File: config.mk
export PLATFORM = sky130hd
export DESIGN_NAME = spp_ports
export DESIGN_NICKNAME = d
export VERILOG_FILES = /design/src/logic/spp_pkg.sv /design/src/logic/spp_ports.sv
export SDC_FILE = /design/constraint.sdc
export NUM_CORES = 1
export LEC_CHECK = 0
export BUFFER_PORTS_ARGS = -buffer_cell sky130_fd_sc_hd__buf_4
export CORE_ASPECT_RATIO = 2
export CORE_MARGIN = 8
export CORE_UTILIZATION = 35
export DETAILED_ROUTE_END_ITERATION = 6
export GPL_TIMING_DRIVEN = 0
export MAX_ROUTING_LAYER = met4
export PLACE_DENSITY_LB_ADDON = 0.1
export SLEW_MARGIN = 20
export SYNTH_ARGS = -nofsm -noshare
export SYNTH_HDL_FRONTEND = slang
export SYNTH_SLANG_ARGS = --single-unit
File: constraint.sdc
create_clock -name clk -period 2.96 [get_ports clk]
set_clock_uncertainty 0.1 [all_clocks]
set_input_delay 0.296 -clock clk [delete_from_list [all_inputs] [get_ports clk]]
set_output_delay 0.296 -clock clk [all_outputs]
set_load 0.02 [all_outputs]
File: src/logic/spp_pkg.sv
// Constants, register map and carrier types for the shared pin port block.
package spp_pkg;

	// ==========================================================
	// Bus geometry
	localparam int ADDR_W = 12;
	localparam int DATA_W = 32;

	// ==========================================================
	// Register indices; byte address is four times the index
	localparam logic [9:0] IDX_E_DATA = 10'h008;
	localparam logic [9:0] IDX_F_DATA = 10'h009;
	localparam logic [9:0] IDX_G_DATA = 10'h00A;
	localparam logic [9:0] IDX_E_DIR = 10'h00C;
	localparam logic [9:0] IDX_F_DIR = 10'h00D;
	localparam logic [9:0] IDX_G_DIR = 10'h00E;
	localparam logic [9:0] IDX_D_PUE = 10'h010;
	localparam logic [9:0] IDX_F_PUE = 10'h011;

	// ==========================================================
	// Widths and reset values
	localparam int PORT_W = 8;
	localparam int G_W = 3;
	localparam logic [7:0] DIR_RESET = 8'h00;
	localparam logic [2:0] G_DIR_RESET = 3'h0;
	localparam logic [7:0] PUE_RESET = 8'h00;
	localparam logic [1:0] ELS_GPIO = 2'h0;

	// ==========================================================
	// Port E pin positions
	localparam int E_SCK = 7;
	localparam int E_MOSI = 6;
	localparam int E_MISO = 5;
	localparam int E_SS = 4;
	localparam int E_TA1 = 3;
	localparam int E_TA0 = 2;
	localparam int E_RXD = 1;
	localparam int E_TXD = 0;

	// ==========================================================
	// Bus phase, one-hot
	typedef enum logic [1:0] {
		SPP_IDLE = 2'b01,
		SPP_ANSWER = 2'b10
	} spp_phase_t;

	// Ownership and drive from the SPI, SCI and both timers.
	typedef struct packed {
		logic spiEnable;
		logic spiMaster;
		logic sciEnable;
		logic [3:0][1:0] timerAEls;
		logic [3:0][1:0] timerBEls;
		logic [7:0] eOut;
		logic [7:0] eOe;
		logic [5:0] fOut;
		logic [5:0] fOe;
	} spp_periph_t;

endpackage : spp_pkg

File: src/logic/spp_ports.sv
// Port D/E/F/G pin logic with pullups, peripheral sharing and an APB register slave.
//
// The implementer's own choice: the APB slave port.
`timescale 1ns/10ps
module spp_ports (
	input wire logic clk,
	input wire logic rst,
	input wire logic ce,
	input wire logic psel,
	input wire logic penable,
	input wire logic pwrite,
	input wire logic [spp_pkg::ADDR_W-1:0] paddr,
	input wire logic [spp_pkg::DATA_W-1:0] pwdata,
	output logic [spp_pkg::DATA_W-1:0] prdata,
	output logic pready,
	output logic pslverr,
	input wire spp_pkg::spp_periph_t periph,
	input wire logic [7:0] firstPortDirection,
	output logic [7:0] firstPortPullup,
	input wire logic [7:0] portEIn,
	output logic [7:0] portEOut,
	output logic [7:0] portEOe,
	input wire logic [7:0] portFIn,
	output logic [7:0] portFOut,
	output logic [7:0] portFOe,
	output logic [7:0] portFPullup,
	input wire logic [2:0] portGIn,
	output logic [2:0] portGOut,
	output logic [2:0] portGOe,
	input wire logic [2:0] keypadIrqEnableBits,
	output logic [2:0] keypadInputPin
);
	import spp_pkg::*;

	// ==========================================================
	// Helpers

	// Readback picks the latch for outputs and the pad for inputs.
	function automatic logic [7:0] pinRead(input logic [7:0] latch, input logic [7:0] dir,
		input logic [7:0] pad);
		pinRead = (latch & dir) | (pad & ~dir);
	endfunction : pinRead

	function automatic logic elsActive(input logic [1:0] els);
		elsActive = (els != ELS_GPIO);
	endfunction : elsActive

	// A write strobe needs the access cycle and a mapped index.
	function automatic logic writeTo(input logic taken, input logic [9:0] idx, input logic [9:0] target);
		writeTo = taken && (idx == target);
	endfunction : writeTo

	// ==========================================================
	// State
	logic [7:0] portEDataLatch_q;
	logic [7:0] portFDataLatch_q;
	logic [2:0] portGDataLatch_q;
	logic [7:0] portEDirection_q;
	logic [7:0] portFDirection_q;
	logic [2:0] portGDirection_q;
	logic [7:0] firstPortPullupEnables_q;
	logic [7:0] portFPullupEnables_q;
	spp_phase_t phase_q;
	logic [DATA_W-1:0] prdata_q;
	logic pslverr_q;
	logic [7:0] portEOut_q;
	logic [7:0] portEOe_q;
	logic [7:0] portFOut_q;
	logic [7:0] portFOe_q;
	logic [7:0] portFPullup_q;
	logic [7:0] firstPortPullup_q;
	logic [2:0] portGOut_q;
	logic [2:0] portGOe_q;
	logic [2:0] keypadInputPin_q;

	// ==========================================================
	// Bus decode
	logic [9:0] regIndex;
	logic setupCycle;
	logic writeTaken;
	logic [7:0] wByte;
	logic hit;
	logic [7:0] rByte;
	logic [7:0] portEOwned;
	logic [7:0] portFOwned;
	logic wrEData;
	logic wrFData;
	logic wrGData;
	logic wrEDir;
	logic wrFDir;
	logic wrGDir;
	logic wrDPue;
	logic wrFPue;

	assign regIndex = paddr[ADDR_W-1:2];
	assign setupCycle = psel && !penable && (phase_q == SPP_IDLE);
	assign writeTaken = psel && penable && pwrite && (phase_q == SPP_ANSWER) && !pslverr_q;
	assign wByte = pwdata[7:0];

	// One strobe per register keeps each register in a process of its own.
	assign wrEData = writeTo(writeTaken, regIndex, IDX_E_DATA);
	assign wrFData = writeTo(writeTaken, regIndex, IDX_F_DATA);
	assign wrGData = writeTo(writeTaken, regIndex, IDX_G_DATA);
	assign wrEDir = writeTo(writeTaken, regIndex, IDX_E_DIR);
	assign wrFDir = writeTo(writeTaken, regIndex, IDX_F_DIR);
	assign wrGDir = writeTo(writeTaken, regIndex, IDX_G_DIR);
	assign wrDPue = writeTo(writeTaken, regIndex, IDX_D_PUE);
	assign wrFPue = writeTo(writeTaken, regIndex, IDX_F_PUE);

	always_comb begin
		hit = 1'b1;
		rByte = 8'h00;
		case (regIndex)
			IDX_E_DATA: rByte = pinRead(portEDataLatch_q, portEDirection_q, portEIn);
			IDX_F_DATA: rByte = pinRead(portFDataLatch_q, portFDirection_q, portFIn);
			IDX_G_DATA: rByte = pinRead({5'h00, portGDataLatch_q}, {5'h00, portGDirection_q},
				{5'h00, portGIn});
			IDX_E_DIR: rByte = portEDirection_q;
			IDX_F_DIR: rByte = portFDirection_q;
			IDX_G_DIR: rByte = {5'h00, portGDirection_q};
			IDX_D_PUE: rByte = firstPortPullupEnables_q;
			IDX_F_PUE: rByte = portFPullupEnables_q;
			default: hit = 1'b0;
		endcase
	end

	// ==========================================================
	// APB handshake: one setup cycle, one access cycle with pready high.
	always_ff @(posedge clk) begin
		if (rst) begin
			phase_q <= SPP_IDLE;
		end else if (ce) begin
			case (phase_q)
				SPP_IDLE: begin
					if (setupCycle) begin
						phase_q <= SPP_ANSWER;
					end
				end
				SPP_ANSWER: begin
					phase_q <= SPP_IDLE;
				end
				default: begin
					phase_q <= SPP_IDLE;
				end
			endcase
		end
	end

	// Read data is taken at the setup edge, so the pads are those of that cycle.
	always_ff @(posedge clk) begin
		if (rst) begin
			prdata_q <= '0;
		end else if (ce) begin
			if (setupCycle && !pwrite) begin
				prdata_q <= {{(DATA_W-8){1'b0}}, rByte};
			end else begin
				prdata_q <= '0;
			end
		end
	end

	// An unmapped index answers with an error and its write is dropped.
	always_ff @(posedge clk) begin
		if (rst) begin
			pslverr_q <= 1'b0;
		end else if (ce) begin
			pslverr_q <= setupCycle && !hit;
		end
	end

	// ==========================================================
	// Data latches carry no reset.
	always_ff @(posedge clk) begin
		if (ce && wrEData) begin
			portEDataLatch_q <= wByte;
		end
	end

	always_ff @(posedge clk) begin
		if (ce && wrFData) begin
			portFDataLatch_q <= wByte;
		end
	end

	always_ff @(posedge clk) begin
		if (ce && wrGData) begin
			portGDataLatch_q <= wByte[2:0];
		end
	end

	// ==========================================================
	// Direction and pullup enable registers
	always_ff @(posedge clk) begin
		if (rst) begin
			portEDirection_q <= DIR_RESET;
		end else if (ce && wrEDir) begin
			portEDirection_q <= wByte;
		end
	end

	always_ff @(posedge clk) begin
		if (rst) begin
			portFDirection_q <= DIR_RESET;
		end else if (ce && wrFDir) begin
			portFDirection_q <= wByte;
		end
	end

	always_ff @(posedge clk) begin
		if (rst) begin
			portGDirection_q <= G_DIR_RESET;
		end else if (ce && wrGDir) begin
			portGDirection_q <= wByte[2:0];
		end
	end

	always_ff @(posedge clk) begin
		if (rst) begin
			firstPortPullupEnables_q <= PUE_RESET;
		end else if (ce && wrDPue) begin
			firstPortPullupEnables_q <= wByte;
		end
	end

	always_ff @(posedge clk) begin
		if (rst) begin
			portFPullupEnables_q <= PUE_RESET;
		end else if (ce && wrFPue) begin
			portFPullupEnables_q <= wByte;
		end
	end

	// ==========================================================
	// Pin ownership
	always_comb begin
		portEOwned = 8'h00;
		portEOwned[E_SCK] = periph.spiEnable;
		portEOwned[E_MOSI] = periph.spiEnable;
		portEOwned[E_MISO] = periph.spiEnable;
		portEOwned[E_SS] = periph.spiEnable && !periph.spiMaster;
		portEOwned[E_TA1] = elsActive(periph.timerAEls[1]);
		portEOwned[E_TA0] = elsActive(periph.timerAEls[0]);
		portEOwned[E_RXD] = periph.sciEnable;
		portEOwned[E_TXD] = periph.sciEnable;
		portFOwned = 8'h00;
		portFOwned[0] = elsActive(periph.timerAEls[2]);
		portFOwned[1] = elsActive(periph.timerAEls[3]);
		portFOwned[2] = elsActive(periph.timerBEls[2]);
		portFOwned[3] = elsActive(periph.timerBEls[3]);
		portFOwned[4] = elsActive(periph.timerBEls[0]);
		portFOwned[5] = elsActive(periph.timerBEls[1]);
	end

	// ==========================================================
	// Pad drive, registered so each pad output comes from a flop.
	// Drivers land one cycle after the controlling write or peripheral change.
	always_ff @(posedge clk) begin
		if (rst) begin
			portEOut_q <= 8'h00;
		end else if (ce) begin
			for (int i = 0; i < PORT_W; i++) begin
				if (portEOwned[i]) begin
					portEOut_q[i] <= periph.eOut[i];
				end else begin
					portEOut_q[i] <= portEDataLatch_q[i];
				end
			end
		end
	end

	always_ff @(posedge clk) begin
		if (rst) begin
			portEOe_q <= 8'h00;
		end else if (ce) begin
			for (int i = 0; i < PORT_W; i++) begin
				if (portEOwned[i]) begin
					portEOe_q[i] <= periph.eOe[i];
				end else begin
					portEOe_q[i] <= portEDirection_q[i];
				end
			end
			// Slave select and receive data are inputs whatever the peripheral asks.
			if (portEOwned[E_SS]) begin
				portEOe_q[E_SS] <= 1'b0;
			end
			if (portEOwned[E_RXD]) begin
				portEOe_q[E_RXD] <= 1'b0;
			end
		end
	end

	always_ff @(posedge clk) begin
		if (rst) begin
			portFOut_q <= 8'h00;
		end else if (ce) begin
			for (int i = 0; i < PORT_W; i++) begin
				if (portFOwned[i] && i < 6) begin
					portFOut_q[i] <= periph.fOut[i % 6];
				end else begin
					portFOut_q[i] <= portFDataLatch_q[i];
				end
			end
		end
	end

	always_ff @(posedge clk) begin
		if (rst) begin
			portFOe_q <= 8'h00;
		end else if (ce) begin
			for (int i = 0; i < PORT_W; i++) begin
				if (portFOwned[i] && i < 6) begin
					portFOe_q[i] <= periph.fOe[i % 6];
				end else begin
					portFOe_q[i] <= portFDirection_q[i];
				end
			end
		end
	end

	// Pullups follow the direction bit alone, so an owned pin keeps its pullup choice.
	always_ff @(posedge clk) begin
		if (rst) begin
			firstPortPullup_q <= 8'h00;
		end else if (ce) begin
			firstPortPullup_q <= firstPortPullupEnables_q & ~firstPortDirection;
		end
	end

	always_ff @(posedge clk) begin
		if (rst) begin
			portFPullup_q <= 8'h00;
		end else if (ce) begin
			portFPullup_q <= portFPullupEnables_q & ~portFDirection_q;
		end
	end

	always_ff @(posedge clk) begin
		if (rst) begin
			portGOut_q <= 3'h0;
		end else if (ce) begin
			portGOut_q <= portGDataLatch_q;
		end
	end

	always_ff @(posedge clk) begin
		if (rst) begin
			portGOe_q <= 3'h0;
		end else if (ce) begin
			portGOe_q <= portGDirection_q & ~keypadIrqEnableBits;
		end
	end

	always_ff @(posedge clk) begin
		if (rst) begin
			keypadInputPin_q <= 3'h0;
		end else if (ce) begin
			keypadInputPin_q <= portGIn | ~keypadIrqEnableBits;
		end
	end

	// ==========================================================
	// Outputs
	assign prdata = prdata_q;
	assign pready = phase_q[1];
	assign pslverr = pslverr_q;
	assign portEOut = portEOut_q;
	assign portEOe = portEOe_q;
	assign portFOut = portFOut_q;
	assign portFOe = portFOe_q;
	assign portFPullup = portFPullup_q;
	assign firstPortPullup = firstPortPullup_q;
	assign portGOut = portGOut_q;
	assign portGOe = portGOe_q;
	assign keypadInputPin = keypadInputPin_q;

endmodule : spp_ports

==> results.sh, run 1 <==
export IMPL_status="finished clean"
export IMPL_grt_pass1_vias=5132
export IMPL_syn_area_per_cell_um2=9.52
export IMPL_max_stage_delay_ns=0.75
export IMPL_ys_ff_latch=122
export IMPL_htreeDepth=4
export IMPL_fp_coreArea_um2=15600
export IMPL_vias=4999
export IMPL_cp_required_ns=2.89
export IMPL_seqCellArea_um2=2630
export IMPL_synth_area_leader_cell="dfxtp_1"
export IMPL_grt_max_degree=17
export IMPL_fin_nets=913
export IMPL_arrival_ns=2.40
export IMPL_ir_drop_mv=0.343
export IMPL_slew_headroom=0.401
export IMPL_rows=65
export IMPL_crit_path_cell_trace="nand2_1, nor4_4, nand2_1, nor2_1"
export IMPL_synth_edf_count=19
export IMPL_drt_wirelength_per_cell_um=19.4
export IMPL_pre_cts_ws_ns=0.253
export IMPL_critPathMostFrequentCell="nand2_1"
export IMPL_clock_path_buffers=2
export IMPL_cts_root_buf="clkbuf_16"
export IMPL_wirelength_um=19400
export IMPL_multiInputGateArea_um2=2580
export IMPL_cts_repair_resized=0
export IMPL_slew_viol_final=0
export IMPL_hold_class="input port to register"
export IMPL_synth_area_top_cells="dfxtp_1, mux2i_1, edfxtp_1, nor2_1, buf_4"
export IMPL_gp_congestion=0.897
export IMPL_yosysSeqAreaShare=0.477
export IMPL_n_antenna_cell=0
export IMPL_die_area_um2=20300
export IMPL_die_w_um=105
export IMPL_start_util=0.353
export IMPL_grtUsageMet2=0.330
export IMPL_track_usage=0.196
export IMPL_boundaryPins=218
export IMPL_cts_tree="done"
export IMPL_tightestPinTransition_ns=0.895
export IMPL_cpMaxStageDelayCell="nor2_1"
export IMPL_drv_cap=0
export IMPL_use_met1=0.220
export IMPL_grt_ovfl_total=0
export IMPL_synth_top_area_frac=0.374
export IMPL_clk_pin_slew_worst_paths_ns=0.06
export IMPL_setup_ws_ns=0.489
export IMPL_crit_path_end_kind="register"
export IMPL_final_common_cell="buf_4"
export IMPL_fin_crit_ns=2.47
export IMPL_grt_pass1_wl_um=29700
export IMPL_dr_pass1_iters=5
export IMPL_drive_gt1_frac=0.303
export IMPL_ys_flop_type="dfxtp_1"
export IMPL_fin_util=0.492
export IMPL_synthToLayoutAreaGrowth_pct=39.1
export IMPL_viasPerCell=5.00
export IMPL_critPathTopFamily="simple AND/OR/NAND/NOR gates"
export IMPL_use_met3=0.0553
export IMPL_busiest_layer="met2"
export IMPL_worst_setup_path_start_kind="register"
export IMPL_place_hpwl_um=15000
export IMPL_hold_viol=0
export IMPL_worstPathMaxFanout=8
export IMPL_powerDensity_nw_per_um2=548
export IMPL_die_height_um=194
export IMPL_synthArstFlopShare=0
export IMPL_rsz0062_at_grt="no"
export IMPL_post_synth_num_cell_types=50
export IMPL_portBuffers=161
export IMPL_cts_sinks=122
export IMPL_period_share=0.835
export IMPL_worstSkewPairLatency_ns=0.42
export IMPL_worst_setup_path_type="register to register"
export IMPL_nFillCells=1574
export IMPL_finalSetupViolations=0
export IMPL_fmax_mhz=405
export IMPL_antenna_found_initial=0
export IMPL_final_cell_mix="buf_4, dfxtp_1, nor2_1"
export IMPL_ant_nets=0
export IMPL_power_leakage_nw=3.33
export IMPL_synth_area_um2=5520
export IMPL_drtIter0Drc=279
export IMPL_numCtsBuffers=17
export IMPL_drc=0
export IMPL_synth_cells=580
export IMPL_critPathBufInv=0
export IMPL_yosysWarningCount=0
[cell type report]
type | instances | share of cell area
timing repair buffer | 164 | 0.161
inverter | 14 | 0.00684
sequential | 122 | 0.343
clock buffer | 23 | 0.0680
clock inverter | 9 | 0.00717
tap | 201 | 0.0328
buffer | 60 | 0.0445
multi-input combinational | 407 | 0.337
[kinds of logic after synthesis]
logic type / share of synthesized area
flops: 0.477
other cells: 0.000679
simple gates: 0.185
buf+inv: 0.0714
compound gates: 0.149
mux: 0.117
[path summary, 6_finish.rpt]
check / from / end / slack (ns) / cells after the start
setup / recovery: phase_q[1] / portFDataLatch_q[2] / 0.49 / 4
hold / removal: pwdata[7] / portEDataLatch_q[7] / 0.04 / 1
setup reg to reg: phase_q[1] / portFDataLatch_q[2] / 0.49 / 4
hold reg to reg: portEOe[1] / portEOe[1] / 0.37 / 2
[cells in the mapped netlist (2+ instances only)]
master	number
nor2b_1	4
o311ai_0	10
dfxtp_1	103
nor2_1	92
nand3b_1	20
a311oi_1	19
nand2b_1	24
nand4_1	2
clkbuf_1	23
o2bb2ai_1	2
edfxtp_1	19
o21ai_0	37
buf_4	27
o31ai_1	3
o32a_1	2
nand3_1	3
a32oi_1	4
a22oi_1	3
nor3_1	4
mux2i_1	60
a21oi_1	26
and4_1	2
nand2_1	27
o21a_1	2
buf_1	3
a211oi_1	10
mux2_2	4
o22ai_1	3
or3_1	2
buf_2	6
or3b_2	2
inv_1	14
[timing repair]
item / CTS / global route
hold endpoints to repair: 3 / 0
hold buffers: 3 / 0
buffers inserted: 0 / 0
[where the power goes]
group | switching, mW | total [mW] | internal (mW) | leakage, nW
combinational | 0.256 | 0.462 | 0.206 | 2.03
sequential | 0.0186 | 1.73 | 1.72 | 1.01
clock | 0.769 | 2.01 | 1.24 | 0.289
[per-stage QoR]
stage                     instance area [um^2]  setup TNS (ns)  instances  power (mW)  hold WS (ns)
after floorplan                           5610               0        603        2.00         0.295
after global placement                    7070          -0.570        965        2.23         0.341
after detailed placement                  7070               0        965        2.23         0.350
after CTS                                 7680               0       1000        4.24        0.0225
after global routing                      7680               0       1000        4.35        0.0266
final                                     7680               0       1000        4.20        0.0379
[per-layer routing]
metal / vias up / routed length (um) / part of all wire
met4: 0 / 271 / 0.014
met2: 202 / 9920 / 0.51
met5: - / 0 / 0
li1: 2435 / - / -
met1: 2342 / 7880 / 0.41
met3: 20 / 1310 / 0.068
(Power assumes the default switching activity.)
==> inputs of run 2 (changes only) <==
==> constraint.sdc (replaced) <==
create_clock -name clk -period 2.5 [get_ports clk]
set_clock_uncertainty 0.1 [all_clocks]
set_input_delay 0.25 -clock clk [delete_from_list [all_inputs] [get_ports clk]]
set_output_delay 0.25 -clock clk [all_outputs]
set_load 0.02 [all_outputs]
==> run 2 against run 1 <==
  * Register-to-register slack got worse by 0.24 ns
  * Utilization increased by 0.76 points
  * Sequential share of layout area decreased by 0.52 points
  * Worst hold slack lost 0.030 ns
  * Setup slack lost 0.24 ns
  * Global-route usage rose by 0.086 points
  * Die area did not move
  * Sequential cell count unchanged
  * Total power up 19%
  * Non-clock buffer count grew 11
  * Final cell count grew 1.1%
  * Fmax grew 9.8%
  * Critical endpoint unchanged
  * Largest power group unchanged
==> results.sh, run 2 (synthesis results as in run 1) <==
export IMPL_status="finished clean"
export IMPL_track_usage=0.197
export IMPL_power_leakage_nw=3.38
export IMPL_die_area_um2=20300
export IMPL_critPathTopFamily="simple AND/OR/NAND/NOR gates"
export IMPL_nFillCells=1560
export IMPL_crit_path_end_kind="register"
export IMPL_finalSetupViolations=0
export IMPL_reg2reg_slack_ns=0.25
export IMPL_synthToLayoutAreaGrowth_pct=41.3
export IMPL_boundaryPins=218
export IMPL_grt_pass1_vias=5178
export IMPL_portBuffers=161
export IMPL_cts_root_buf="clkbuf_16"
export IMPL_period_share=0.901
export IMPL_powerDensity_nw_per_um2=641
export IMPL_antenna_found_initial=0
export IMPL_cp_required_ns=2.45
export IMPL_worstPathMaxFanout=8
export IMPL_slew_viol_final=0
export IMPL_fin_crit_ns=2.25
export IMPL_die_height_um=194
export IMPL_hold_viol=0
export IMPL_rsz0062_at_grt="no"
export IMPL_grt_pass1_wl_um=29900
export IMPL_drv_cap=0
export IMPL_fp_coreArea_um2=15600
export IMPL_drt_wirelength_per_cell_um=19.3
export IMPL_whs_path_depth=3
export IMPL_gp_congestion=0.897
export IMPL_dpl_cell_count=965
export IMPL_place_hpwl_um=15000
export IMPL_clk_pin_slew_worst_paths_ns=0.06
export IMPL_crit_path_cell_trace="nand2_1, nor4_4, nand2_1, nor2_2"
export IMPL_worst_setup_path_start_kind="register"
export IMPL_wirelength_um=19500
export IMPL_ant_nets=0
export IMPL_r2r_start="phase_q[1]"
export IMPL_grt_ovfl_total=0
export IMPL_drive_gt1_frac=0.300
export IMPL_slew_headroom=0.534
export IMPL_tightestPinTransition_ns=0.690
export IMPL_fmax_mhz=444
export IMPL_fin_nets=924
export IMPL_htreeDepth=4
export IMPL_numCtsBuffers=17
export IMPL_critPathMostFrequentCell="nand2_1"
export IMPL_worst_setup_path_type="register to register"
export IMPL_clock_path_buffers=2
export IMPL_hold_path_end="firstPortPullup[4]"
export IMPL_n_antenna_cell=0
export IMPL_die_w_um=105
export IMPL_hold_class="input port to register"
export IMPL_max_stage_delay_ns=0.52
export IMPL_setup_ws_ns=0.248
export IMPL_dr_pass1_iters=5
export IMPL_start_util=0.353
export IMPL_cpMaxStageDelayCell="nor4_4"
export IMPL_vias=5060
export IMPL_rr_endpoint="portFDataLatch_q[2]"
export IMPL_cts_sinks=122
export IMPL_pre_cts_ws_ns=-0.161
export IMPL_critPathBufInv=0
export IMPL_grt_max_degree=17
export IMPL_drtIter0Drc=288
export IMPL_final_common_cell="buf_4"
export IMPL_rows=65
export IMPL_min_delay_start="firstPortDirection[4]"
export IMPL_reg2reg_depth=4
export IMPL_final_cell_mix="buf_4, dfxtp_1, nor2_1"
export IMPL_ir_drop_mv=0.412
export IMPL_final_cells=1011
export IMPL_cts_tree="done"
export IMPL_viasPerCell=5.00
export IMPL_arrival_ns=2.20
export IMPL_drc=0
export IMPL_worstSkewPairLatency_ns=0.42
## run 2: changes by cell type in the layout (fill, tap and decap cells not counted)
cell           previous run  this run
nor3_4                    0         1
nor3_2                    1         0
nor2_2                    0         1
nor2_1                   92        91
dlygate4sd3_1             3        14
## run 2: report_power, final
group          internal (mW)  switching [mW]
Sequential              2.03          0.0220
Clock                   1.47           0.916
Combinational          0.255           0.307
## run 2: metrics by stage
step / cell area [um^2] / power (mW) / utilization / hold slack, ns / TNS [ns]
after global routing: 7800 / 5.17 / 0.499 / 0.00749 / 0
after global placement: 7070 / 2.64 / 0.452 / 0.341 / -5.17
after floorplan: 5610 / 2.36 / - / 0.249 / 0
after CTS: 7780 / 5.03 / 0.498 / 0.00103 / 0
after detailed placement: 7070 / 2.64 / 0.453 / 0.350 / -1.69
final: 7800 / 5.00 / 0.499 / 0.00763 / 0
## run 2: how the worst max path moves through the flow
stage / slack [ns] / from / cells past startpoint / end
after floorplan: 0.27 / phase_q[1] / 4 / portEDataLatch_q[0]
after global placement: -0.49 / paddr[7] / 7 / portEDataLatch_q[2]
after detailed placement: -0.16 / paddr[7] / 7 / portFDataLatch_q[5]
after CTS: 0.02 / phase_q[1] / 4 / portFDataLatch_q[4]
after global routing: 0.12 / phase_q[1] / 4 / portFDataLatch_q[2]
final: 0.25 / phase_q[1] / 4 / portFDataLatch_q[2]
## run 2: area by class of cell
| cell class | instances | area [um^2] | area share |
|---|---|---|---|
| buffer | 60 | 342 | 0.0438 |
| clock buffer | 23 | 522 | 0.0669 |
| clock inverter | 9 | 55.1 | 0.00706 |
| inverter | 14 | 52.6 | 0.00674 |
| multi-input combinational | 407 | 2590 | 0.333 |
| sequential | 122 | 2630 | 0.338 |
| tap | 201 | 251 | 0.0323 |
| timing repair buffer | 175 | 1350 | 0.173 |
## run 2: repair_timing
| item | CTS | global route |
|---|---|---|
| endpoints found under the hold margin | 16 | 2 |
| setup endpoints to repair | 0 | 8 |
| resized for setup | 0 | 2 |
| buffers inserted | 0 | 0 |
| hold buffers | 13 | 1 |
## run 2: worst min-delay path, stage by stage
cell and delay (ns):
buf_4 0.08, nand3b_1 0.10, a21oi_1 0.06
## run 2: per-layer routing
metal | GRT usage | part of all wire | up-vias
met5 | - | 0 | -
met4 | 0.0580 | 0.014 | 0
met3 | 0.0549 | 0.064 | 21
met2 | 0.332 | 0.51 | 203
met1 | 0.220 | 0.41 | 2376
li1 | - | - | 2460
